==> config.mk <==
export PLATFORM = sky130hd
export DESIGN_NAME = seq_plane_font_crtc_horizontal
export DESIGN_NICKNAME = d
export VERILOG_FILES = /design/src/inc/seq_crtc_pkg.sv /design/src/hdl/seq_plane_font_crtc_horizontal.sv
export VERILOG_INCLUDE_DIRS = /design/src /design/src/inc
export SDC_FILE = /design/constraint.sdc
export NUM_CORES = 1
export LEC_CHECK = 0
export BUFFER_PORTS_ARGS = -buffer_cell sky130_fd_sc_hd__buf_2
export CAP_MARGIN = 15
export CORE_ASPECT_RATIO = 0.75
export CORE_MARGIN = 4
export CORE_UTILIZATION = 57
export CTS_BUF_LIST = sky130_fd_sc_hd__clkbuf_8
export DETAILED_ROUTE_END_ITERATION = 12
export PLACE_DENSITY = 0.86
export SLEW_MARGIN = 20
export SYNTH_ARGS = -nofsm -noshare
export SYNTH_HDL_FRONTEND = slang
export SYNTH_SLANG_ARGS = --single-unit
==> constraint.sdc <==
create_clock -name core_clk -period 7.6 [get_ports core_clk]
set_input_delay 0.38 -clock core_clk [delete_from_list [all_inputs] [get_ports core_clk]]
set_output_delay 0.38 -clock core_clk [all_outputs]
set_load 0.01 [all_outputs]
==> src/inc/seq_crtc_map.svh <==
`ifndef SEQ_CRTC_MAP_SVH
`define SEQ_CRTC_MAP_SVH
// ----------------------------------------
// Sequencer data indices
// ----------------------------------------
`define SEQ_IDX_MASK 3'h2
`define SEQ_IDX_FONT 3'h3
`define SEQ_IDX_MODE 3'h4
`define SEQ_IDX_HOLD 3'h7
// ----------------------------------------
// Timing data indices
// ----------------------------------------
`define CRT_IDX_TOTAL 6'h00
`define CRT_IDX_DEND 6'h01
`define CRT_IDX_BSTART 6'h02
`define CRT_IDX_BEND 6'h03
`define CRT_IDX_SEND 6'h05
`define CRT_IDX_GRP0_LAST 6'h07
`define CRT_IDX_VS_START 6'h10
`define CRT_IDX_VS_END 6'h11
// ----------------------------------------
// Field positions
// ----------------------------------------
`define MODE_EXT_BIT 1
`define MODE_OE_BIT 2
`define MODE_QUAD_BIT 3
`define BEND_PEN_BIT 7
`define SEND_BEND5_BIT 7
// ----------------------------------------
// Reset values, timing counts and window masks
// ----------------------------------------
`define RST_BYTE 8'h00
`define RST_SEQ_IDX 3'h0
`define RST_CRT_IDX 6'h00
`define LINE_EXTRA 8'h05
`define WIN_4K 18'h00fff
`define WIN_16K 18'h03fff
`define WIN_32K 18'h07fff
`endif

==> src/inc/seq_crtc_pkg.sv <==
package seq_crtc_pkg;
   typedef enum logic [1:0] {
      PORT_SEQ_INDEX,
      PORT_SEQ_DATA,
      PORT_TIMING_INDEX,
      PORT_TIMING_DATA
   } io_port_t;

   typedef struct packed {
      io_port_t port;
      logic wr;
      logic rd;
      logic [7:0] data;
   } io_req_t;

   typedef struct packed {
      logic [7:0] total;
      logic [7:0] disp_end;
      logic [7:0] blank_start;
      logic [5:0] blank_end;
      logic [1:0] skew;
   } htiming_t;

   typedef struct packed {
      logic [7:0] vs_start;
      logic [7:0] vs_end;
      logic [7:0] pen_high;
      logic [7:0] pen_low;
   } vreadback_t;
endpackage

==> src/hdl/seq_plane_font_crtc_horizontal.sv <==
`include "seq_crtc_map.svh"
module seq_plane_font_crtc_horizontal (
   // Clock and reset
   input wire logic core_clk,
   input wire logic nrst,
   input wire logic char_en,
   // Host register ports
   input wire seq_crtc_pkg::io_req_t io_req,
   output logic [7:0] io_rdata,
   // Outside state
   input wire logic grp0_protect,
   input wire logic extension_protect,
   input wire logic alt_mode,
   input wire seq_crtc_pkg::htiming_t alt_timing,
   input wire seq_crtc_pkg::vreadback_t vreadback,
   input wire logic [1:0] win_size,
   input wire logic [1:0] read_map,
   // CPU memory access
   input wire logic cpu_wr,
   input wire logic [17:0] cpu_addr,
   output logic [3:0] plane_we,
   output logic [1:0] plane_rd,
   output logic [17:0] mem_addr,
   // Text attribute path
   input wire logic attr_bit3,
   output logic [2:0] font_code,
   output logic [15:0] font_base,
   output logic fg_intense,
   // Horizontal timing
   output logic [7:0] hcount,
   output logic disp_en,
   output logic hblank,
   output logic line_tick
);
   import seq_crtc_pkg::*;

   // ----------------------------------------
   // Register file
   // ----------------------------------------
   logic [2:0] sequencer_index, next_sequencer_index;
   logic [5:0] timing_index, next_timing_index;
   logic [3:0] plane_write_mask, next_plane_write_mask;
   logic [5:0] font_table_select, next_font_table_select;
   logic [2:0] plane_memory_mode, next_plane_memory_mode;
   logic char_counter_hold, next_char_counter_hold;
   logic [7:0] horiz_line_total, next_horiz_line_total;
   logic [7:0] horiz_display_end, next_horiz_display_end;
   logic [7:0] horiz_blank_start, next_horiz_blank_start;
   logic [7:0] horiz_blank_end, next_horiz_blank_end;
   logic [7:0] horiz_sync_end, next_horiz_sync_end;
   logic [7:0] next_io_rdata;
   logic seq_wr, crt_wr, grp0_locked;

   always_comb begin
      next_sequencer_index = sequencer_index;
      next_timing_index = timing_index;
      next_plane_write_mask = plane_write_mask;
      next_font_table_select = font_table_select;
      next_plane_memory_mode = plane_memory_mode;
      next_char_counter_hold = char_counter_hold;
      next_horiz_line_total = horiz_line_total;
      next_horiz_display_end = horiz_display_end;
      next_horiz_blank_start = horiz_blank_start;
      next_horiz_blank_end = horiz_blank_end;
      next_horiz_sync_end = horiz_sync_end;
      next_io_rdata = io_rdata;
      seq_wr = io_req.wr && io_req.port == PORT_SEQ_DATA;
      crt_wr = io_req.wr && io_req.port == PORT_TIMING_DATA;
      grp0_locked = (grp0_protect | extension_protect) &&
         timing_index <= `CRT_IDX_GRP0_LAST;
      if (io_req.wr && io_req.port == PORT_SEQ_INDEX) begin
         next_sequencer_index = io_req.data[2:0];
      end
      if (io_req.wr && io_req.port == PORT_TIMING_INDEX) begin
         next_timing_index = io_req.data[5:0];
      end
      if (seq_wr) begin
         // Any index but 7 releases the hold
         next_char_counter_hold =
            (sequencer_index == `SEQ_IDX_HOLD);
         unique case (sequencer_index)
            `SEQ_IDX_MASK: next_plane_write_mask = io_req.data[3:0];
            `SEQ_IDX_FONT: next_font_table_select = io_req.data[5:0];
            `SEQ_IDX_MODE: next_plane_memory_mode = io_req.data[3:1];
            default: ;
         endcase
      end
      if (crt_wr && !grp0_locked) begin
         unique case (timing_index)
            `CRT_IDX_TOTAL: next_horiz_line_total = io_req.data;
            `CRT_IDX_DEND: next_horiz_display_end = io_req.data;
            `CRT_IDX_BSTART: next_horiz_blank_start = io_req.data;
            `CRT_IDX_BEND: next_horiz_blank_end = io_req.data;
            `CRT_IDX_SEND: next_horiz_sync_end = io_req.data;
            default: ;
         endcase
      end
      if (io_req.rd) begin
         next_io_rdata = 8'h00;
         unique case (io_req.port)
            PORT_SEQ_INDEX: next_io_rdata = {5'h00, sequencer_index};
            PORT_TIMING_INDEX: next_io_rdata = {2'h0, timing_index};
            PORT_SEQ_DATA: begin
               unique case (sequencer_index)
                  `SEQ_IDX_MASK:
                     next_io_rdata = {4'h0, plane_write_mask};
                  `SEQ_IDX_FONT:
                     next_io_rdata = {2'h0, font_table_select};
                  `SEQ_IDX_MODE:
                     next_io_rdata = {4'h0, plane_memory_mode, 1'b0};
                  default: next_io_rdata = 8'h00;
               endcase
            end
            PORT_TIMING_DATA: begin
               unique case (timing_index)
                  `CRT_IDX_TOTAL: next_io_rdata = horiz_line_total;
                  `CRT_IDX_DEND: next_io_rdata = horiz_display_end;
                  `CRT_IDX_BSTART: next_io_rdata = horiz_blank_start;
                  `CRT_IDX_BEND: next_io_rdata = horiz_blank_end;
                  `CRT_IDX_SEND: next_io_rdata = horiz_sync_end;
                  `CRT_IDX_VS_START: next_io_rdata =
                     horiz_blank_end[`BEND_PEN_BIT] ?
                     vreadback.vs_start : vreadback.pen_high;
                  `CRT_IDX_VS_END: next_io_rdata =
                     horiz_blank_end[`BEND_PEN_BIT] ?
                     vreadback.vs_end : vreadback.pen_low;
                  default: next_io_rdata = 8'h00;
               endcase
            end
         endcase
      end
   end

   always_ff @(posedge core_clk) begin
      if (!nrst) begin
         sequencer_index <= `RST_SEQ_IDX;
         timing_index <= `RST_CRT_IDX;
         plane_write_mask <= 4'h0;
         font_table_select <= 6'h00;
         plane_memory_mode <= 3'h0;
         char_counter_hold <= 1'b0;
         horiz_line_total <= `RST_BYTE;
         horiz_display_end <= `RST_BYTE;
         horiz_blank_start <= `RST_BYTE;
         horiz_blank_end <= `RST_BYTE;
         horiz_sync_end <= `RST_BYTE;
         io_rdata <= `RST_BYTE;
      end else begin
         sequencer_index <= next_sequencer_index;
         timing_index <= next_timing_index;
         plane_write_mask <= next_plane_write_mask;
         font_table_select <= next_font_table_select;
         plane_memory_mode <= next_plane_memory_mode;
         char_counter_hold <= next_char_counter_hold;
         horiz_line_total <= next_horiz_line_total;
         horiz_display_end <= next_horiz_display_end;
         horiz_blank_start <= next_horiz_blank_start;
         horiz_blank_end <= next_horiz_blank_end;
         horiz_sync_end <= next_horiz_sync_end;
         io_rdata <= next_io_rdata;
      end
   end

   // ----------------------------------------
   // CPU address to plane mapping
   // ----------------------------------------
   logic ext_mem, odd_even, quad;
   logic [17:0] win_mask, masked_addr;
   logic [3:0] next_plane_we;
   logic [1:0] next_plane_rd;
   logic [17:0] next_mem_addr;

   assign ext_mem = plane_memory_mode[`MODE_EXT_BIT - 1];
   assign odd_even = plane_memory_mode[`MODE_OE_BIT - 1];
   assign quad = plane_memory_mode[`MODE_QUAD_BIT - 1];

   always_comb begin
      unique case (win_size)
         2'h0: win_mask = `WIN_4K;
         2'h1: win_mask = `WIN_16K;
         default: win_mask = `WIN_32K;
      endcase
      masked_addr = ext_mem ? cpu_addr : (cpu_addr & win_mask);
      next_plane_rd = read_map;
      next_mem_addr = masked_addr;
      next_plane_we = 4'h0;
      if (quad) begin
         next_plane_rd = masked_addr[1:0];
         next_mem_addr = {2'h0, masked_addr[17:2]};
         next_plane_we = 4'h1 << masked_addr[1:0];
      end else if (!odd_even) begin
         next_plane_we = masked_addr[0] ? 4'ha : 4'h5;
      end else begin
         next_plane_we = 4'hf;
      end
      next_plane_we = cpu_wr ? (next_plane_we & plane_write_mask)
         : 4'h0;
   end

   // ----------------------------------------
   // Character font selection
   // ----------------------------------------
   logic [2:0] code_a, code_b, next_font_code;
   logic fonts_differ, next_fg_intense;

   always_comb begin
      code_a = {font_table_select[3:2], font_table_select[5]};
      code_b = {font_table_select[1:0], font_table_select[4]};
      if (!ext_mem) begin
         // Only tables 0 and 4 reachable
         code_a = {code_a[2], 2'h0};
         code_b = {code_b[2], 2'h0};
      end
      fonts_differ = ext_mem && (code_a != code_b);
      next_font_code = (fonts_differ && attr_bit3) ? code_a : code_b;
      next_fg_intense = fonts_differ ? 1'b0 : attr_bit3;
   end

   // ----------------------------------------
   // Horizontal character counter
   // ----------------------------------------
   logic [7:0] t_total, t_dend, t_bstart, next_hcount;
   logic [5:0] t_bend;
   logic [1:0] t_skew;
   logic [8:0] line_last;
   logic de_raw, next_de_raw, next_hblank, next_line_tick;
   logic [2:0] de_pipe, next_de_pipe;
   logic next_disp_en;

   always_comb begin
      t_total = horiz_line_total;
      t_dend = horiz_display_end;
      t_bstart = horiz_blank_start;
      t_bend = {horiz_sync_end[`SEND_BEND5_BIT],
         horiz_blank_end[4:0]};
      t_skew = horiz_blank_end[6:5];
      if (alt_mode) begin
         t_total = alt_timing.total;
         t_dend = alt_timing.disp_end;
         t_bstart = alt_timing.blank_start;
         t_bend = alt_timing.blank_end;
         t_skew = alt_timing.skew;
      end
      line_last = {1'b0, t_total} + {1'b0, `LINE_EXTRA} - 9'h001;
      next_hcount = hcount;
      next_de_raw = de_raw;
      next_hblank = hblank;
      next_line_tick = 1'b0;
      next_de_pipe = de_pipe;
      next_disp_en = disp_en;
      if (char_counter_hold) begin
         next_hcount = 8'h00;
         next_de_raw = 1'b0;
      end else if (char_en) begin
         if ({1'b0, hcount} >= line_last) begin
            next_hcount = 8'h00;
            next_de_raw = 1'b1;
         end else begin
            next_hcount = hcount + 8'h01;
         end
         if (hcount == t_dend) begin
            next_de_raw = 1'b0;
            next_line_tick = 1'b1;
         end
         if (hcount == t_bstart) begin
            next_hblank = 1'b1;
         end else if (hcount[5:0] == t_bend) begin
            next_hblank = 1'b0;
         end
      end
      if (char_en) begin
         next_de_pipe = {de_pipe[1:0], de_raw};
         next_disp_en = (t_skew == 2'h0) ? de_raw
            : de_pipe[t_skew - 2'h1];
      end
   end

   always_ff @(posedge core_clk) begin
      if (!nrst) begin
         plane_we <= 4'h0;
         plane_rd <= 2'h0;
         mem_addr <= 18'h00000;
         font_code <= 3'h0;
         font_base <= 16'h0000;
         fg_intense <= 1'b0;
         hcount <= 8'h00;
         de_raw <= 1'b0;
         de_pipe <= 3'h0;
         disp_en <= 1'b0;
         hblank <= 1'b0;
         line_tick <= 1'b0;
      end else begin
         plane_we <= next_plane_we;
         plane_rd <= next_plane_rd;
         mem_addr <= next_mem_addr;
         font_code <= next_font_code;
         font_base <= {next_font_code, 13'h0000};
         fg_intense <= next_fg_intense;
         hcount <= next_hcount;
         de_raw <= next_de_raw;
         de_pipe <= next_de_pipe;
         disp_en <= next_disp_en;
         hblank <= next_hblank;
         line_tick <= next_line_tick;
      end
   end
endmodule // seq_plane_font_crtc_horizontal

# Word level (Yosys, flattened, before mapping)
# Cells that the tools add are included.
[word_totals]
ff_bits = 127
output_inout_bits = 63
wordCells = 116
[op_classes]
eq_ne = 18
bitwise_logic = 6
order_cmp = 3
addsub = 4
mux = 29
shifts = 1
n_reduce_logical = 30
[op_table]
columns = ["op", "count"]
rows = [
  ["8-bit case mux with 7 select lines", 1],
  ["8-bit two-way mux", 6],
  ["8-bit case mux with 4 select lines", 1],
  ["15-bit case mux with 2 select lines", 1],
  ["2-bit AND reduction", 10],
  ["18-bit bitwise AND", 1],
  ["18-bit two-way mux", 1],
  ["6-bit case mux with 3 select lines", 1],
  ["8-bit == test", 2],
  ["16-bit two-way mux", 1],
  ["6-bit by 2-bit == test with 1-bit output (second input constant)", 2],
  ["6-bit by 5-bit == test with 1-bit output (second input constant)", 2],
  ["4-bit two-way mux", 3],
  ["8-bit by 3-bit adder with 9-bit output (second input constant)", 1],
  ["8-bit by 9-bit >= comparator with 1-bit output", 1],
  ["9-bit by 1-bit subtractor with 9-bit output (second input constant)", 1],
  ["8-bit by 1-bit adder with 8-bit output (second input constant)", 1],
  ["1-bit logical AND", 8],
  ["2-bit two-way mux", 4],
  ["1-bit two-way mux", 7],
  ["3-bit by 2-bit == test with 1-bit output (second input constant)", 2],
  ["3-bit == test (second input constant)", 2],
  ["6-bit by 1-bit == test with 1-bit output (second input constant)", 1],
  ["6-bit by 3-bit == test with 1-bit output (second input constant)", 1],
  ["21 further kinds", 30],
]

# Longest topological paths before layout
# Gate-level depths: netlist of run 1.
[depth]
depth_word = 8
ltp_mapped = 12

# Worst setup path after synthesis of run 1
# No wires, ideal clock.
[synth_timing]
path_kind = "input port to flip-flop"
from = "input port alt_mode"
to = "register hcount[0]"
arrival_time_ps = 2700
slack_ps = 4834
path_stages = 12
n_path_buf = 2
cell_sequence = "buf_6 -> buf_2 -> mux2_2 -> ha_1 -> xor2_1 -> ha_1 -> a21o_1 -> a21oi_1 -> o21ai_0 -> a211oi_1 -> o21ai_1 -> nor2_1"
[synth_via]
elab_chain_len = 5
[synth_rtl]
columns = ["item", "line_no", "source"]
rows = [
  ["from (decl)", "seq_plane_font_crtc_horizontal.sv:13", "input wire logic alt_mode,"],
  ["8-bit two-way mux", "seq_plane_font_crtc_horizontal.sv:237", "if (alt_mode) begin"],
  ["8-bit by 3-bit adder with 9-bit output", "seq_plane_font_crtc_horizontal.sv:244", "line_last = {1'b0, t_total} + {1'b0, `LINE_EXTRA} - 9'h001;"],
  ["9-bit by 1-bit subtractor with 9-bit output", "seq_plane_font_crtc_horizontal.sv:244", ""],
  ["8-bit by 9-bit >= comparator with 1-bit output", "seq_plane_font_crtc_horizontal.sv:255", "if ({1'b0, hcount} >= line_last) begin"],
  ["8-bit two-way mux", "seq_plane_font_crtc_horizontal.sv:255", ""],
  ["to (signal assigned)", "seq_plane_font_crtc_horizontal.sv:299", "hcount <= next_hcount;"],
  ["to (decl)", "seq_plane_font_crtc_horizontal.sv:30", "output logic [7:0] hcount,"],
]
# No other way between the ends.
# A chain may end at the register's enable or synchronous reset.

# Worst setup path in the final report of run 1
[layout_timing]
from = "input port alt_mode"
to = "register hcount[1]"
# Same word-level chain as after synthesis.

==> flow_metrics.tcl, run 1 <==
set metrics [dict create \
    setup_tns_ps 0 \
    grt_use_total_pct 27.5 \
    ant_nets 0 \
    async_flop_share_pct 0 \
    fin_crit_ps 2820 \
    drt_iter0_drc 582 \
    power_density_nw_per_um2 182 \
    antenna_found_initial 0 \
    crit_family "compound AO/OA/AOI/OAI gates" \
    synth_ff_type "dfxtp_1" \
    crit_required_ps 7970 \
    cts_max_path_buffers 2 \
    cts_tree "built" \
    multi_input_area_sq_um 3700 \
    numCtsBuffers 17 \
    synth_common_cells "114 x dfxtp_1, 84 x mux2i_1, 80 x nand2_1" \
    syn_to_final_growth_pct 16.8 \
    wirelength_um 18000 \
    hpwlAfterDp_um 13300 \
    grt_overflow 0 \
    root_buffer "clkbuf_8" \
    grt_pass1_vias 5632 \
    rsz0062_at_grt "false" \
    cts.sinks 114 \
    initial_core_util_pct 60.0 \
    ys_ff_latch 114 \
    r2r_start "timing_index[4]" \
    synth_top_cell_area_share_pct 36.1 \
    outcome "complete, no violations" \
    synth_edf_count 0 \
    yosys-top-cells-area "dfxtp_1 36%, mux2i_1 13%, nand2_1 4.8%, nand3_1 4.8%, nor2b_1 4.7%" \
    setup_viol 0 \
    fillers 824 \
    drc 0 \
    fmax_mhz 354 \
    clk_pin_slew_ps 70 \
    diodes 0 \
    cts_setup_buffers 0 \
    hold_class "in -> reg" \
    synth_seq_area_share_pct 36.1 \
    num_rows 32 \
    critical_path.cell_chain "buf_2 -> buf_4 -> mux2_2 -> ha_1 -> xor2_1 -> ha_1 -> a21o_1 -> a21oi_1 -> o21ai_0 -> a211oi_1 -> o21ai_1 -> nor2_1" \
    syn_avg_cell_area_sq_um 8.75 \
    hold_viol 0 \
    h-tree-depth 4 \
    worstPathMaxFanout 38 \
    min_period_over_period_pct 37.1 \
    dp_cells 957 \
    crit_arrival_ps 3190 \
    cts_hold_buf 0 \
    worstMarginPinSlew_ps 1050 \
    finClkSkew_ps 13.1 \
    ios 169 \
    slew_viol_final 0 \
    syn_area_sq_um 6320 \
    setup_ws_ps 4780 \
    yosysMostFrequentCell "dfxtp_1" \
    preCtsSetupSlack_ps 4360 \
    crit_top_cell "ha_1" \
    viasPerCell 5.90 \
    critPathBufInv 2 \
    startpoint_type "input pin" \
    cellLeakagePower_nw 3.07 \
    final_layout_size_suffix_gt1_share_pct 24.0 \
    gp_congestion 0.910 \
    synth_warnings 0 \
    grt_max_degree 103 \
    cap_violations 0 \
    slew_headroom_pct 30.1 \
    dieArea_sq_um 12800 \
    die_y_um 99.2 \
    nets 957 \
    grt_pass1_wl_um 28000 \
    io_buffers 155 \
    yosysTopAreaCell "dfxtp_1" \
    ys_types 56 \
    hp-start "attr_bit3" \
    ctsResizeCount 0 \
    crit_type "in -> reg" \
    core_sq_um 10500 \
    crit_path_end_kind "flop" \
    die_x_um 130 \
    synthCells 722 \
    drt_pass1_iterations 7 \
    critPathLaunch "alt_mode" \
    final_cells 989 \
    route.vias.total 5835 \
    slowest_delay_ps 460 \
    clock_latency_ps 440 \
    ff_latch_area_sq_um 2280 \
    wl_per_cell_um 18.2 \
    crit_slowest_cell "buf_4" \
    vdd_drop_max_uv 120 \
]
==> state kept, by name (all words and copies together), names as in the netlist <==
| name | count |
|---|---|
| horiz_display_end | 8 |
| plane_memory_mode | 3 |
| horiz_blank_end | 8 |
| mem_addr | 18 |
| de_pipe | 3 |
| plane_we | 4 |
| fg_intense | 1 |
| hblank | 1 |
| timing_index | 6 |
| disp_en | 1 |
| horiz_sync_end | 8 |
| line_tick | 1 |
| io_rdata | 8 |
| font_table_select | 6 |
| hcount | 8 |
| char_counter_hold | 1 |
| horiz_blank_start | 8 |
| sequencer_index | 3 |
| plane_rd | 2 |
| font_base | 3 |
| plane_write_mask | 4 |
| horiz_line_total | 8 |
| de_raw | 1 |
==> where the power goes <==
group	total (W)	internal, W	switching, W
sequential	0.000619	0.000608	0.0000114
combinational	0.000153	0.0000673	0.0000857
clock	0.000567	0.000303	0.000264
total	0.00134	0.000978	0.000361
==> layout make-up <==
| class | instances | area share (%) |
|---|---|---|
| sequential | 114 | 31.0 |
| clock buffer | 18 | 3.36 |
| tap | 136 | 2.31 |
| clock inverter | 14 | 2.10 |
| inverter | 8 | 0.407 |
| multi-input combinational | 542 | 50.1 |
| timing repair buffer | 157 | 10.7 |
==> worst paths after layout <==
| path | slack [ps] | end | cells past startpoint |
|---|---|---|---|
| min reg2reg | 460 | horiz_sync_end[3] | 2 |
| max reg2reg | 4870 | horiz_blank_start[4] | 6 |
| min | 220 | fg_intense | 3 |
| max | 4780 | hcount[1] | 12 |
==> cells in the final DEF (no fill, tap or decap), types with 8 or more instances in the layout <==
cell type,Yosys,final
buf_2,14,155
dfxtp_1,114,113
mux2i_1,84,84
nand2_1,80,80
nand3_1,60,60
nor2b_1,47,47
a21boi_1,31,31
nor2_1,23,23
xnor2_1,20,20
a22oi_1,18,18
clkbuf_8,0,18
xor2_1,16,16
a21boi_0,15,15
conb_1,1,13
o21ai_0,11,11
ha_1,11,11
mux2_2,10,10
a21oi_1,10,10
o21ai_1,9,9
inv_1,8,8
nand2b_1,8,8
==> per-stage QoR <==
step                instance area, sq um  total power, W  util (%)  hold slack [ps]
floorplan                           6360        0.000729         -              423
global placement                    6970        0.000777      66.2              442
detailed placement                  6970        0.000783      66.2              445
CTS                                 7370         0.00134      70.0              189
global route                        7380         0.00139      70.0              194
finish                              7380         0.00134      70.0              215
==> worst register-to-register path: cells and delay by family (launching register included) <==
kind	cells	cell delay (ps)
AOI/OAI and AO/OA	1	90
muxes	1	290
DFF	1	550
and+or+nand+nor	4	1700
==> cell families after synthesis <==
| kind of cell | share of synthesized area (%) |
|---|---|
| buf+inv | 6.04 |
| xor+xnor | 4.99 |
| fa+ha+maj | 2.18 |
| flops | 36.1 |
| compound gates | 14.2 |
| simple gates | 21.1 |
| other cells | 0.0594 |
| mux | 15.3 |
==> layer usage <==
metal | routed length [um] | track usage [%]
met3 | 1570 | 5.85
met4 | 360 | 8.63
met2 | 8670 | 46.7
met1 | 7370 | 35.1
met5 | 0 | 0
Note: power is estimated with default switching activity, not from simulation.
==> inputs of run 2 (changes only) <==
CORE_UTILIZATION = 50   (was 57)
PLACE_DENSITY = 0.79   (was 0.86)
clock period = 2.37 ns   (was 7.6 ns; I/O delays follow)
==> run 2 against run 1 <==
The run now ends with setup timing left. Largest cell class unchanged. Final area is 8.4% higher. Die area is 13% higher. Flip-flop and latch count did not move. First-iteration DRC count rose by 4.8%. Combinational power rose to 3.8 times the previous value. Critical endpoint is now de_raw. Largest power group is now clock. Worst hold slack lost 190 ps. Clock power grew to 3.7 times the previous value. Highest routed layer is now met5. Register-to-register slack lost 4900 ps.
==> flow_metrics.tcl, run 2 (synthesized netlist as in run 1, its figures left out) <==
set metrics [dict create \
    hold_class "in -> reg" \
    fillers 1036 \
    largest_reg_flops 18 \
    syn_to_final_growth_pct 26.6 \
    final_common_cell "buf_2" \
    drt_iter0_drc 610 \
    io_buffers 155 \
    vdd_drop_max_uv 370 \
    gp_congestion 0.903 \
    regMostFlops "mem_addr" \
    hold_viol 0 \
    hold_end "mem_addr[0]" \
    die_y_um 105 \
    finClkSkew_ps 15.4 \
    dieArea_sq_um 14500 \
    cellLeakagePower_nw 3.36 \
    cts_max_path_buffers 2 \
    grt_use_total_pct 25.7 \
    critical_path.cell_chain "mux2_4 -> ha_4 -> xor2_1 -> ha_1 -> a21o_1 -> a21oi_2 -> o21ai_1 -> a211oi_2 -> o21bai_1 -> and3b_1" \
    slowest_delay_ps 340 \
    min_period_over_period_pct 101 \
    num_rows 35 \
    crit_required_ps 2690 \
    final_cells 1072 \
    slew_viol_final 0 \
    fin_crit_ps 2390 \
    fmax_mhz 419 \
    total_power_w 0.00465 \
    outcome "finished, violations left" \
    drt_pass1_iterations 5 \
    antenna_found_initial 1 \
    final_layout_size_suffix_gt1_share_pct 26.2 \
    power_density_nw_per_um2 581 \
    dp_cells 1013 \
    multi_input_area_sq_um 3740 \
    core_sq_um 12300 \
    nets 1010 \
    ios 169 \
    cap_violations 0 \
    rsz0062_at_grt "true" \
    route.vias.total 5958 \
    die_x_um 138 \
    worstMarginPinSlew_ps 644 \
    r2r_start "horiz_line_total[2]" \
    h-tree-depth 4 \
    crit_arrival_ps 2710 \
    ant_nets 0 \
    grt_max_degree 66 \
    numCtsBuffers 17 \
    maxUsedRoutingLayer "met5" \
    setup_ws_ps -18.3 \
    hp-start "cpu_addr[0]" \
    slew_headroom_pct 57.0 \
    startpoint_type "flop" \
    rr_worst_depth 10 \
    met2WireLength_um 8090 \
    clk_pin_slew_ps 70 \
    whs_ps 25.6 \
    ff_latch_area_sq_um 2280 \
    cts.sinks 114 \
    wl_per_cell_um 17.6 \
    min_path_cells 3 \
    r2r_end "de_raw" \
    drc 0 \
    diodes 0 \
    wirelength_met1_um 8410 \
    violations "setup timing" \
    viasPerCell 5.56 \
    crit_path_end_kind "flop" \
    worstPathMaxFanout 3 \
    grt_pass1_vias 5684 \
    crit_slowest_cell "dfxtp_2" \
    hpwlAfterDp_um 13200 \
    wl_met3_um 2040 \
    reg2reg_slack_ps -20 \
    mostFrequentLayoutCells "155 x buf_2, 113 x dfxtp_1, 84 x mux2i_1" \
    grt_pass1_wl_um 29400 \
    wirelength_um 18900 \
    setup_viol 1 \
    clock_latency_ps 430 \
    root_buffer "clkbuf_8" \
    initial_core_util_pct 51.3 \
    crit_type "reg -> reg" \
    cts_tree "built" \
    grt_overflow 0 \
]
run 2: cell count changes in the layout (fill, tap and decap cells not counted), moves of 2 or more:
cell           before  now
buf_4               2   28
dlygate4sd3_1       0   25
clkinv_4            6    0
clkbuf_8           18   22
buf_12              0    2
bufinv_16           2    4
inv_6               2    0
mux2_2             10    8
mux2_4              0    2
run 2: report_power, final:
group          switching [W]  leakage, nW  internal [W]
Combinational       0.000311         2.21      0.000269
Clock               0.000815        0.232       0.00128
Sequential         0.0000208        0.925       0.00195
run 2: worst max-delay path by stage:
stage,end,startpoint,cells after the start,slack (ps)
2_1_floorplan,de_raw,alt_mode,12,30
3_3_place_gp,de_raw,alt_mode,11,110
3_5_place_dp,de_raw,alt_mode,11,20
4_1_cts,de_raw,horiz_line_total[2],10,30
5_1_grt,de_raw,horiz_line_total[2],10,-100
6_report,de_raw,horiz_line_total[2],10,-20
run 2: timing repair:
action,CTS,global route
setup buffers,0,2
resized for setup,0,9
endpoints found under the setup margin,0,9
endpoints found under the hold margin,26,0
hold buffers,25,0
run 2: critical path: cells and delay by family, from the launching register on:
family | cells | cell delay (ps)
adder cells (fa/ha/maj) | 2 | 490
AND/OR/NAND/NOR | 1 | 180
AO/OA/AOI/OAI | 5 | 820
flip-flops | 1 | 340
XOR/XNOR | 1 | 150
multiplexers | 1 | 300
run 2: cell type report:
class / count / share of cell area [%]
clock inverters: 10 / 1.92
multi-input cells: 542 / 46.8
repair buffers: 210 / 16.0
flip-flops and latches: 114 / 28.6
inverters: 8 / 0.376
clock buffers: 22 / 3.79
well taps: 166 / 2.60
run 2: per-stage QoR:
step                setup slack (ps)  setup TNS (ps)  utilization (%)  cell area (sq um)
CTS                             26.9               0             64.6               7950
global placement                 109               0             58.8               7240
finish                         -18.3           -18.3             65.0               8000
detailed placement              23.4               0             58.8               7240
global route                   -99.5            -354             65.0               8000
floorplan                       29.7               0                -               6380
run 2: layer usage:
layer	global-route usage (%)	vias up
li1	-	2850
met1	35.2	2753
met2	38.4	316
met3	8.73	37
met4	6.98	2
met5	0	-
